==> src/design/apo_regs.svh <==
// Register offsets, field positions, reset values and timing counts
`ifndef APO_REGS_SVH
`define APO_REGS_SVH

// ------------------------------------------------------------
// Register offsets
// ------------------------------------------------------------
`define APO_ADDR_W 5
`define APO_OFF_STATUS 5'h00
`define APO_OFF_SMP_LO 5'h08
`define APO_OFF_CTRL 5'h09
`define APO_OFF_SMP_MID 5'h0A
`define APO_OFF_SMP_HI 5'h0B
`define APO_OFF_FMT 5'h11
`define APO_OFF_SAT 5'h13
`define APO_OFF_RES 5'h1C

// ------------------------------------------------------------
// Field positions
// ------------------------------------------------------------
`define APO_STAT_IRQ_BIT 2
`define APO_CTRL_EN_BIT 0
`define APO_CTRL_IRQEN_BIT 1
`define APO_FMT_FMT_BIT 1
`define APO_FMT_WAKE_BIT 3

// ------------------------------------------------------------
// Reset values
// ------------------------------------------------------------
`define APO_RST_NIB 4'h0
`define APO_RST_SAMPLE 12'h000
`define APO_RST_SAT_IN 16'h0000

// ------------------------------------------------------------
// Timing
// ------------------------------------------------------------
`define APO_CLK_KHZ 100000
`define APO_MAX_RATE_KHZ 256
`define APO_STEPS_8BIT 256
// Least cycles per PWM step for the 256 kHz 8-bit frame, rounded up
`define APO_TICK_DIV \
  ((`APO_CLK_KHZ + `APO_MAX_RATE_KHZ * `APO_STEPS_8BIT - 1) / \
  (`APO_MAX_RATE_KHZ * `APO_STEPS_8BIT))

`endif

==> src/design/apo_pkg.sv <==
// Types of the audio PWM output stage
package apo_pkg;

  typedef enum logic [1:0] {
    APO_RES8 = 2'b00,
    APO_RES10 = 2'b01,
    APO_RES12 = 2'b10
  } apo_res_e;

  typedef logic [3:0] apo_nib_t;

endpackage : apo_pkg

==> src/design/apo_pwm_out.sv <==
// Audio PWM output stage with sample registers and saturator port
// Operation
// - PWM resolution selectable as 8, 10 or 12 bits.
// - Sample top bit is the sign, zero positive, one negative.
// - Sample built from nibbles at 08H, 0AH, 0BH, write only.
// - Saturator clamps 16-bit input to 12 bits feeding interpolation.
// - Delta-sigma interpolation lets output play at up to 256 kHz.
// - Port 13H takes four nibble writes, returns three nibble reads.
// - Each PWM interrupt request sets status bit D2 at 00H.
// - Control 09H: D0 enables output, D1 enables audio interrupt.
// - At each code end pending sample goes active, interrupt raised.
// - Without a new sample the previous one is reused.
// - With output disabled both speaker outputs are driven low.
// - Halt clears output enable and floats both speaker outputs.
// - Bit D1 at 11H selects offset format instead of signed.
//
// Our own choice: strobed register access.
`timescale 1ns/1ps
`include "apo_regs.svh"
module apo_pwm_out import apo_pkg::*; #(
  parameter int TICK_DIV = `APO_TICK_DIV
) (
  input wire logic clk,
  input wire logic arst_n,
  input wire logic [`APO_ADDR_W-1:0] reg_addr,
  input wire logic [3:0] reg_wdata,
  input wire logic reg_wr,
  input wire logic reg_rd,
  output logic [3:0] reg_rdata,
  input wire logic halt_req,
  output logic speaker_out_pos,
  output logic speaker_out_neg,
  output logic speaker_oe,
  output logic audio_irq,
  output logic wake_enable
);

  initial begin
    if (TICK_DIV < 1 || TICK_DIV > 255) begin
      $error("apo_pwm_out: TICK_DIV out of range");
    end
  end

  // ------------------------------------------------------------
  // Register state
  // ------------------------------------------------------------
  logic output_enable_bit_ff;
  logic audio_irq_enable_bit_ff;
  logic audio_irq_flag_ff;
  logic sample_format_bit_ff;
  logic wake_ff;
  logic halted_ff;
  apo_res_e res_ff;
  logic [11:0] sample_word_ff;
  logic [11:0] active_ff;
  logic [15:0] sat_in_ff;
  logic [1:0] sat_wcnt_ff;
  logic [1:0] sat_rcnt_ff;
  logic [11:0] sat_res;
  logic [7:0] div_ff;
  logic [11:0] cnt_ff;
  logic [11:0] code_ff;
  logic [3:0] err_ff;
  logic tick;
  logic frame_end;
  logic en_rise;
  logic wr_ctrl;
  logic wr_sat_last;
  logic [11:0] max_cnt;
  logic [11:0] nxt_code;
  logic [3:0] nxt_err;

  assign wr_ctrl = reg_wr && reg_addr == `APO_OFF_CTRL;
  assign wr_sat_last = reg_wr && reg_addr == `APO_OFF_SAT &&
    sat_wcnt_ff == 2'd3;
  assign en_rise = wr_ctrl && reg_wdata[`APO_CTRL_EN_BIT] &&
    !output_enable_bit_ff && !halt_req;

  // ------------------------------------------------------------
  // Control register and halt
  // ------------------------------------------------------------
  always_ff @(posedge clk or negedge arst_n) begin
    if (!arst_n) begin
      output_enable_bit_ff <= 1'b0;
      audio_irq_enable_bit_ff <= 1'b0;
    end else if (halt_req) begin
      output_enable_bit_ff <= 1'b0;
    end else if (wr_ctrl) begin
      output_enable_bit_ff <= reg_wdata[`APO_CTRL_EN_BIT];
      audio_irq_enable_bit_ff <= reg_wdata[`APO_CTRL_IRQEN_BIT];
    end
  end

  // Pins float from halt until software enables output again
  always_ff @(posedge clk or negedge arst_n) begin
    if (!arst_n) begin
      halted_ff <= 1'b0;
    end else if (halt_req) begin
      halted_ff <= 1'b1;
    end else if (wr_ctrl && reg_wdata[`APO_CTRL_EN_BIT]) begin
      halted_ff <= 1'b0;
    end
  end

  always_ff @(posedge clk or negedge arst_n) begin
    if (!arst_n) begin
      sample_format_bit_ff <= 1'b0;
      wake_ff <= 1'b0;
      res_ff <= APO_RES12;
    end else if (reg_wr && reg_addr == `APO_OFF_FMT) begin
      sample_format_bit_ff <= reg_wdata[`APO_FMT_FMT_BIT];
      wake_ff <= reg_wdata[`APO_FMT_WAKE_BIT];
    end else if (reg_wr && reg_addr == `APO_OFF_RES) begin
      if (reg_wdata[1:0] == 2'b11) begin
        res_ff <= APO_RES12;
      end else begin
        res_ff <= apo_res_e'(reg_wdata[1:0]);
      end
    end
  end

  // ------------------------------------------------------------
  // Status flag: hardware set wins over software clear
  // ------------------------------------------------------------
  always_ff @(posedge clk or negedge arst_n) begin
    if (!arst_n) begin
      audio_irq_flag_ff <= 1'b0;
    end else if (frame_end) begin
      audio_irq_flag_ff <= 1'b1;
    end else if (reg_wr && reg_addr == `APO_OFF_STATUS &&
        !reg_wdata[`APO_STAT_IRQ_BIT]) begin
      audio_irq_flag_ff <= 1'b0;
    end
  end

  always_ff @(posedge clk or negedge arst_n) begin
    if (!arst_n) begin
      audio_irq <= 1'b0;
    end else begin
      audio_irq <= audio_irq_flag_ff && audio_irq_enable_bit_ff;
    end
  end

  // ------------------------------------------------------------
  // Pending sample nibbles
  // ------------------------------------------------------------
  always_ff @(posedge clk or negedge arst_n) begin
    if (!arst_n) begin
      sample_word_ff <= `APO_RST_SAMPLE;
    end else if (wr_sat_last) begin
      sample_word_ff <= sat_res;
    end else if (reg_wr) begin
      unique case (reg_addr)
        `APO_OFF_SMP_LO: sample_word_ff[3:0] <= reg_wdata;
        `APO_OFF_SMP_MID: sample_word_ff[7:4] <= reg_wdata;
        `APO_OFF_SMP_HI: sample_word_ff[11:8] <= reg_wdata;
        default: sample_word_ff <= sample_word_ff;
      endcase
    end
  end

  // ------------------------------------------------------------
  // Saturator port: low nibble first in both directions
  // ------------------------------------------------------------
  apo_saturator #(
    .IN_W(16),
    .OUT_W(12)
  ) u_sat (
    .mix_in({reg_wdata, sat_in_ff[15:4]}),
    .clamp_out(sat_res)
  );

  logic [11:0] sat_hold_ff;

  always_ff @(posedge clk or negedge arst_n) begin
    if (!arst_n) begin
      sat_in_ff <= `APO_RST_SAT_IN;
      sat_wcnt_ff <= 2'd0;
      sat_hold_ff <= `APO_RST_SAMPLE;
    end else if (reg_wr && reg_addr == `APO_OFF_SAT) begin
      sat_in_ff <= {reg_wdata, sat_in_ff[15:4]};
      sat_wcnt_ff <= sat_wcnt_ff + 2'd1;
      if (wr_sat_last) begin
        sat_hold_ff <= sat_res;
      end
    end
  end

  always_ff @(posedge clk or negedge arst_n) begin
    if (!arst_n) begin
      sat_rcnt_ff <= 2'd0;
    end else if (wr_sat_last) begin
      sat_rcnt_ff <= 2'd0;
    end else if (reg_rd && reg_addr == `APO_OFF_SAT) begin
      sat_rcnt_ff <= (sat_rcnt_ff == 2'd2) ? 2'd0 : sat_rcnt_ff + 2'd1;
    end
  end

  // ------------------------------------------------------------
  // Read data, one cycle after the strobe
  // ------------------------------------------------------------
  always_ff @(posedge clk or negedge arst_n) begin
    if (!arst_n) begin
      reg_rdata <= `APO_RST_NIB;
    end else if (reg_rd) begin
      unique case (reg_addr)
        `APO_OFF_STATUS: reg_rdata <= {1'b0, audio_irq_flag_ff, 2'b00};
        `APO_OFF_CTRL:
          reg_rdata <= {2'b00, audio_irq_enable_bit_ff,
            output_enable_bit_ff};
        `APO_OFF_FMT: reg_rdata <= {wake_ff, 1'b0, sample_format_bit_ff,
          1'b0};
        `APO_OFF_SAT: reg_rdata <= sat_hold_ff[sat_rcnt_ff*4 +: 4];
        `APO_OFF_RES: reg_rdata <= {2'b00, res_ff};
        default: reg_rdata <= `APO_RST_NIB;
      endcase
    end else begin
      reg_rdata <= `APO_RST_NIB;
    end
  end

  always_ff @(posedge clk or negedge arst_n) begin
    if (!arst_n) begin
      wake_enable <= 1'b0;
    end else begin
      wake_enable <= wake_ff;
    end
  end

  // ------------------------------------------------------------
  // Step divider and frame counter
  // ------------------------------------------------------------
  assign tick = div_ff == 8'(TICK_DIV - 1);
  always_comb begin
    unique case (res_ff)
      APO_RES8: max_cnt = 12'h0FF;
      APO_RES10: max_cnt = 12'h3FF;
      APO_RES12: max_cnt = 12'hFFF;
    endcase
  end
  assign frame_end = output_enable_bit_ff && tick && cnt_ff == max_cnt;

  always_ff @(posedge clk or negedge arst_n) begin
    if (!arst_n) begin
      div_ff <= 8'h00;
      cnt_ff <= 12'h000;
    end else if (!output_enable_bit_ff) begin
      div_ff <= 8'h00;
      cnt_ff <= 12'h000;
    end else if (tick) begin
      div_ff <= 8'h00;
      cnt_ff <= frame_end ? 12'h000 : cnt_ff + 12'h001;
    end else begin
      div_ff <= div_ff + 8'h01;
    end
  end

  // ------------------------------------------------------------
  // Format, delta-sigma requantise, sample transfer
  // ------------------------------------------------------------
  logic [11:0] duty;
  logic [12:0] sum;
  logic [3:0] low_mask;
  assign duty = sample_format_bit_ff ? sample_word_ff
    : sample_word_ff ^ 12'h800;
  assign sum = {1'b0, duty} + {9'h000, (en_rise ? 4'h0 : err_ff)};

  always_comb begin
    unique case (res_ff)
      APO_RES8: low_mask = 4'hF;
      APO_RES10: low_mask = 4'h3;
      APO_RES12: low_mask = 4'h0;
    endcase
    if (sum[12]) begin
      nxt_code = max_cnt;
      nxt_err = 4'h0;
    end else begin
      nxt_err = sum[3:0] & low_mask;
      unique case (res_ff)
        APO_RES8: nxt_code = {4'h0, sum[11:4]};
        APO_RES10: nxt_code = {2'h0, sum[11:2]};
        APO_RES12: nxt_code = sum[11:0];
      endcase
    end
  end

  // Enable loads the sample written beforehand
  always_ff @(posedge clk or negedge arst_n) begin
    if (!arst_n) begin
      active_ff <= `APO_RST_SAMPLE;
      code_ff <= 12'h000;
      err_ff <= 4'h0;
    end else if (frame_end || en_rise) begin
      active_ff <= sample_word_ff;
      code_ff <= nxt_code;
      err_ff <= nxt_err;
    end
  end

  // ------------------------------------------------------------
  // Differential speaker pins
  // ------------------------------------------------------------
  always_ff @(posedge clk or negedge arst_n) begin
    if (!arst_n) begin
      speaker_out_pos <= 1'b0;
      speaker_out_neg <= 1'b0;
      speaker_oe <= 1'b1;
    end else begin
      speaker_out_pos <= output_enable_bit_ff && cnt_ff < code_ff;
      speaker_out_neg <= output_enable_bit_ff &&
        cnt_ff < (max_cnt ^ code_ff);
      speaker_oe <= !(halted_ff || halt_req);
    end
  end
endmodule : apo_pwm_out

==> src/design/apo_saturator.sv <==
// Signed clamp from a wide mixed value to the sample width
`timescale 1ns/1ps
module apo_saturator #(
  parameter int IN_W = 16,
  parameter int OUT_W = 12
) (
  input wire logic [IN_W-1:0] mix_in,
  output logic [OUT_W-1:0] clamp_out
);
  import apo_pkg::*;

  localparam logic signed [IN_W-1:0] MAX_V =
    IN_W'((1 << (OUT_W - 1)) - 1);
  localparam logic signed [IN_W-1:0] MIN_V = -MAX_V - IN_W'(1);

  initial begin
    if (OUT_W < 2 || IN_W <= OUT_W || IN_W > 31) begin
      $error("apo_saturator: unsupported widths");
    end
  end

  always_comb begin
    if ($signed(mix_in) > MAX_V) begin
      clamp_out = MAX_V[OUT_W-1:0];
    end else if ($signed(mix_in) < MIN_V) begin
      clamp_out = MIN_V[OUT_W-1:0];
    end else begin
      clamp_out = mix_in[OUT_W-1:0];
    end
  end

endmodule : apo_saturator

==> config.mk <==
export PLATFORM = sky130hd
export DESIGN_NAME = apo_pwm_out
export DESIGN_NICKNAME = d
export VERILOG_FILES = /design/src/design/apo_pkg.sv /design/src/design/apo_pwm_out.sv /design/src/design/apo_saturator.sv
export VERILOG_INCLUDE_DIRS = /design/src /design/src/design
export SDC_FILE = /design/constraint.sdc
export NUM_CORES = 1
export LEC_CHECK = 0
export ABC_AREA = 1
export BUFFER_PORTS_ARGS = -buffer_cell sky130_fd_sc_hd__buf_2
export CORE_MARGIN = 2
export CORE_UTILIZATION = 30
export DETAILED_ROUTE_END_ITERATION = 8
export SLEW_MARGIN = 5
export SYNTH_ARGS = -nofsm -noshare
export SYNTH_HDL_FRONTEND = slang
export SYNTH_SLANG_ARGS = --single-unit
==> constraint.sdc <==
create_clock -name clk -period 4.45 [get_ports clk]
set_clock_uncertainty 0.05 [all_clocks]
set_input_delay 0.445 -clock clk [delete_from_list [all_inputs] [get_ports clk]]
set_output_delay 0.445 -clock clk [all_outputs]
set_load 0.01 [all_outputs]
=== Word level (Yosys, flattened, before mapping) ===
Cells that the tools add are included.

* Logic and storage cells: 123
* Input port bits: 14
* Register bits after elaboration: 97
* Output and inout port bits: 9

* Bitwise operators: 5
* Shift-type cells: 1
* Equality and inequality tests: 15
* Add/subtract/negate cells: 5
* Reduce and logical (&&, ||, !) cells: 38
* Mux-type cells: 31
* Order comparisons: 4

{| class="wikitable"
|+ Operators with widths
! kind !! number
|-
| $mux W12 || 9
|-
| $pmux W12 S3 || 2
|-
| $lt A12 B12 Y1 || 2
|-
| $mux W4 || 6
|-
| $eq A5 B4 Y1 const B || 4
|-
| $pmux W4 S5 || 1
|-
| $gt A16 B12 Y1 const B || 1
|-
| $logic_and A1 B1 Y1 || 16
|-
| $lt A16 B12 Y1 const B || 1
|-
| $mux W8 || 2
|-
| $reduce_bool A2 Y1 || 8
|-
| $eq A5 B5 Y1 const B || 3
|-
| $add A12 B4 Y13 || 1
|-
| $add A12 B1 Y12 const B || 1
|-
| $eq A12 B12 Y1 || 1
|-
| $pmux W4 S3 || 1
|-
| $reduce_and A2 Y1 || 6
|-
| $shiftx A12 B5 Y4 || 1
|-
| $xor A12 B12 Y12 || 1
|-
| $add A8 B1 Y8 const B || 1
|-
| $eq A2 B2 Y1 const B || 4
|-
| $eq A8 B1 Y1 const B || 1
|-
| $mux W2 || 4
|-
| $mux W1 || 6
|-
| other kinds (9) || 16
|}

=== Longest topological paths before layout ===
* Word-level depth: 9
* Gate-level depth with buffers: 19
* Depth with buffers taken out: 19

=== By module ===
A second synthesis with hierarchy kept.

* Cell total of the unflattened synthesis: 710
* Area, all modules: 5544.1 sq um

{| class="wikitable"
|+ Modules (own cells, without submodules)
! module !! area an instance (sq um) !! sequential area each (sq um) !! instances !! cells each
|-
| apo_pwm_out || 5405.2 || 2329.7 || 1 || 679
|-
| apo_saturator || 138.9 || 0.0 || 1 || 31
|}

=== Least setup slack after synthesis ===
OpenSTA, ideal clock, no wires.

* Path kind: in2reg
* Start point: in reg_addr[4]
* End point: reg code_ff[3]
* Setup time: 117 ps
* Cell stages on the path: 18
* Required time: 4283 ps
* Path buffers: 0
* Data arrival time: 2362 ps
* Slack: 1921 ps
* Path through: inv_2 -> nand2_1 -> nor2_4 -> nand4_2 -> nor2_4 -> inv_1 -> nand2_1 -> inv_1 -> ha_1 -> inv_1 -> fa_1 -> o21ai_1 -> nand2_1 -> nor2_2 -> nor2_1 -> nand3_1 -> nand3_1 -> nand2_1

* Word-level cells in the longest chain between the ends: 9
* Elaborated cells on any way between the ends: 10
* Those cells by class: add/sub: 1; eq/ne: 1; mux: 3; reduce/logical: 5

{| class="wikitable"
|+ Ends and longest elaborated chain
! what !! RTL line !! RTL
|-
| start, declared || apo_pwm_out.sv:25 || <nowiki>input wire logic [`APO_ADDR_W-1:0] reg_addr,</nowiki>
|-
| $eq A5 B4 Y1 (*) || - ||
|-
| $logic_and A1 B1 Y1 (no source line) (*) || - ||
|-
| $logic_and A1 B1 Y1 (*) (3 in series) || apo_pwm_out.sv:76 || <nowiki>assign en_rise = wr_ctrl && reg_wdata[`APO_CTRL_EN_BIT] &&</nowiki>
|-
| $mux W4 || apo_pwm_out.sv:266 || <nowiki>assign sum = {1'b0, duty} + {9'h000, (en_rise ? 4'h0 : err_ff)};</nowiki>
|-
| $add A12 B4 Y13 || apo_pwm_out.sv:266 ||
|-
| $pmux W12 S3 || apo_pwm_out.sv:279 || <nowiki>unique case (res_ff)</nowiki>
|-
| $mux W12 || apo_pwm_out.sv:274 || <nowiki>if (sum[12]) begin</nowiki>
|-
| end signal, assigned || apo_pwm_out.sv:295 || <nowiki>code_ff <= nxt_code;</nowiki>
|-
| end, declared || apo_pwm_out.sv:62 || <nowiki>logic [11:0] code_ff;</nowiki>
|}

Mark *: on every way between the ends. The rest lies on a longest branch, timed or not.
A chain may end at the register's enable or synchronous reset.

=== Final worst setup path ===
* Start point: in reg_addr[4]
* End point: reg code_ff[1]

The elaborated chain is that of the path after synthesis.

==> results.sh <==
export IMPL_die_area_um2=19600
export IMPL_yosys_area_share_xor_xnor=0.0205
export IMPL_synth_area_top_cells="dfrtp_1, nand2_1, nand3_1"
export IMPL_critPathArrivalTime_ns=2.87
export IMPL_hold_buffers=0
export IMPL_antenna_left=0
export IMPL_final_cells=981
export IMPL_pwr_share_comb=0.236
export IMPL_grt_pass1_wl_mm=21.9
export IMPL_worstSkewPairLatency_ns=0.34
export IMPL_seqPwrFrac=0.448
export IMPL_fin_nets=794
export IMPL_maxSlewHeadroom=0.311
export IMPL_outcome="finished with violations"
export IMPL_drt_iter0_markers=222
export IMPL_p_per_area_nw_per_um2=369
export IMPL_track_usage=0.138
export IMPL_start_kind="input pin"
export IMPL_maxCapViolCount=0
export IMPL_wl_per_cell_um=13.1
export IMPL_cts_setup_buffers=0
export IMPL_crit_type="in -> reg"
export IMPL_final_common_cell="nand2_1"
export IMPL_start_util=0.307
export IMPL_regArea_um2=2330
export IMPL_cts_max_level=3
export IMPL_via_per_inst=4.71
export IMPL_n_fill_cell=1905
export IMPL_synth_area_per_cell_um2=7.66
export IMPL_switchingPower_uw=765
export IMPL_cts_path_max_buffers=2
export IMPL_synthCells=726
export IMPL_layout_min_cycle_time_ns=2.70
export IMPL_hold_viol_final=0
export IMPL_ys_warn_count=0
export IMPL_io_buffers=22
export IMPL_slew_viol_final=0
export IMPL_die_h_um=140
export IMPL_cts_made_buffers=9
export IMPL_muxShareOfSynthArea=0.00203
export IMPL_clk_pin_slew_worst_paths_ns=0.07
export IMPL_place_area_um2=5880
export IMPL_synthDistinctLibCells=42
export IMPL_drive_above_1_share=0.104
export IMPL_fin_crit_sh=0.606
export IMPL_finalSetupTns_ns=0
export IMPL_ys_ff_latch=93
export IMPL_core_um2=18100
export IMPL_clkPwrFrac=0.316
export IMPL_worst_pin_slew_ns=1.02
export IMPL_rsz0062_at_grt="no"
export IMPL_p_leak_nw=3.06
export IMPL_cts_tree="done"
export IMPL_worstPathRequired_ns=4.63
export IMPL_violations="design-rule violations"
export IMPL_layout_common_cells="nand2_1, dfrtp_1, nand3_1, inv_1, nor2_1"
export IMPL_synth_largest_area_cell="dfrtp_1"
export IMPL_min_path_type="in -> async"
export IMPL_grt_max_degree=72
export IMPL_internal_power_mw=1.51
export IMPL_synth_compound_area_frac=0.0943
export IMPL_clock_sinks=93
export IMPL_worstReg2RegStart="output_enable_bit_ff"
export IMPL_multiInputGateArea_um2=2810
export IMPL_gr_total_overflow=0
export IMPL_synth_top_family_by_area="simple AND/OR/NAND/NOR gates"
export IMPL_finalWorstSetupSlack_ns=1.75
export IMPL_synth_fa_ha_area_frac=0.0756
export IMPL_setup_viol=0
export IMPL_place_ws_ns=1.46
export IMPL_diodes=0
export IMPL_endpoint_kind="flip-flop"
export IMPL_drc=2
export IMPL_critPathMaxFanout=8
export IMPL_root_buffer="clkbuf_16"
export IMPL_cpMaxStageDelayCell="nor2_1"
export IMPL_io_pins=23
export IMPL_wirelength_mm=12.8
export IMPL_die_w_um=140
export IMPL_max_stage_delay_ns=0.32
export IMPL_startpoint="reg_addr[4]"
export IMPL_hpwl_mm=9.72
export IMPL_vias=4616
export IMPL_cp_cell_sequence="buf_2 -> inv_2 -> nand2_1 -> nor2_4 -> nand4_2 -> nor2_4 -> inv_1 -> nand2_1 -> inv_1 -> ha_1 -> inv_1 -> fa_1 -> o21ai_1 -> nand2_1 -> nor2_2 -> nor2_1 -> nand3_1 -> nand3_1 -> nand2_1"
export IMPL_synth_simple_area_share=0.313
export IMPL_syn_area_um2=5560
export IMPL_cp_common_cell="nand2_1"
export IMPL_grt_pass1_vias=4318
export IMPL_synth_nets=773
export IMPL_antenna_found_initial=0
export IMPL_routabilityCongestion=0.866
export IMPL_dp_cells=965
export IMPL_sw_frac_of_total=0.337
export IMPL_finalInstanceArea_um2=6160
export IMPL_cts_resized=0
export IMPL_synthToLayoutAreaGrowth_pct=10.8
export IMPL_vdd_ir_drop_max_mv=0.201
export IMPL_synth_top_cell_area_share=0.410
export IMPL_fp_row_count=49
export IMPL_synth_yosys_seq_area_share=0.419
export IMPL_fmax_mhz=371
export IMPL_detail_route_first_pass_iterations=7
## cells by family (layout without fill, tap and decap cells)
| group | Yosys count | after routing |
|---|---|---|
| muxes | 1 | 1 |
| adders and majority gates | 33 | 33 |
| DFF | 93 | 93 |
| buffers and inverters | 103 | 129 |
| xor gates and xnor gates | 13 | 13 |
| AOI/OAI and AO/OA | 97 | 97 |
| and+or+nand+nor | 386 | 386 |
## registers in the layout, indices dropped and copies added (netlist names)
signal,count
res_ff,2
wake_enable,1
speaker_oe,1
sat_in_ff,12
speaker_out_neg,1
sample_format_bit_ff,1
audio_irq_enable_bit_ff,1
speaker_out_pos,1
wake_ff,1
sample_word_ff,12
audio_irq_flag_ff,1
cnt_ff,12
sat_hold_ff,12
div_ff,8
sat_rcnt_ff,2
sat_wcnt_ff,2
code_ff,12
output_enable_bit_ff,1
err_ff,4
audio_irq,1
reg_rdata,4
halted_ff,1
## critical path: cells and delay by family
kind | cells | cell delay, ns
AOI/OAI and AO/OA | 1 | 0.13
adders and majority gates | 2 | 0.46
buffers and inverters | 5 | 0.42
and+or+nand+nor | 11 | 1.41
## through the flow
step	power, mW	utilization	hold slack (ns)
finish	2.27	0.341	0.161
global route	2.43	0.341	0.223
CTS	2.30	0.341	0.214
detailed placement	1.57	0.325	0.335
global placement	1.57	0.325	0.332
floorplan	1.41	-	0.0994
## worst paths after layout
kind | cells after the start | end | slack [ns]
min reg2reg | 0 | wake_enable | 0.35
max reg2reg | 16 | code_ff[3] | 1.79
max in group asynchronous | 2 | sample_word_ff[4] | 3.30
min | 1 | div_ff[0] | 0.16
min in group clk | 2 | speaker_oe | 0.22
max | 19 | code_ff[1] | 1.75
## Yosys cell counts, drive strengths merged
cell and count:
nor4 1, fa 1, mux2 1, nor2 67, o21a 1, ha 32
xor2 8, nand2 205, or2 1, and3 1, nand4 10, clkbuf 3
nor3 8, nand3 88, nor3b 1, nand3b 3, buf 10, dfstp 2
o21ai 43, a31oi 10, inv 90, dfrtp 91, xnor2 5, a22oi 1
and2 1, o31ai 2, o211ai 2, a21oi 32, o22ai 6
## routing by layer
layer / vias to the layer above / part of all wire / GRT usage / wire, um
met5: - / 0 / 0 / 0
met4: 0 / 0.015 / 0.0452 / 189
met3: 13 / 0.031 / 0.0236 / 393
met2: 64 / 0.46 / 0.219 / 5970
met1: 2121 / 0.49 / 0.192 / 6290
li1: 2418 / - / - / -
## power groups by stage
stage | Clock (mW) | Sequential (mW) | Combinational, mW
after floorplan | 0 | 1.01 | 0.405
after global placement | 0 | 1.03 | 0.536
after detailed placement | 0 | 1.03 | 0.536
after CTS | 0.741 | 1.02 | 0.539
after global routing | 0.772 | 1.03 | 0.623
final | 0.717 | 1.02 | 0.537
## layout make-up
type | count | share of cell area
Multi-Input combinational cell | 530 | 0.456
Sequential cell | 93 | 0.378
Inverter | 90 | 0.0549
Tap cell | 229 | 0.0465
Clock buffer | 10 | 0.0372
Timing Repair Buffer | 23 | 0.0195
Clock inverter | 6 | 0.00752
No activity file was read; power rests on OpenSTA's default activity.
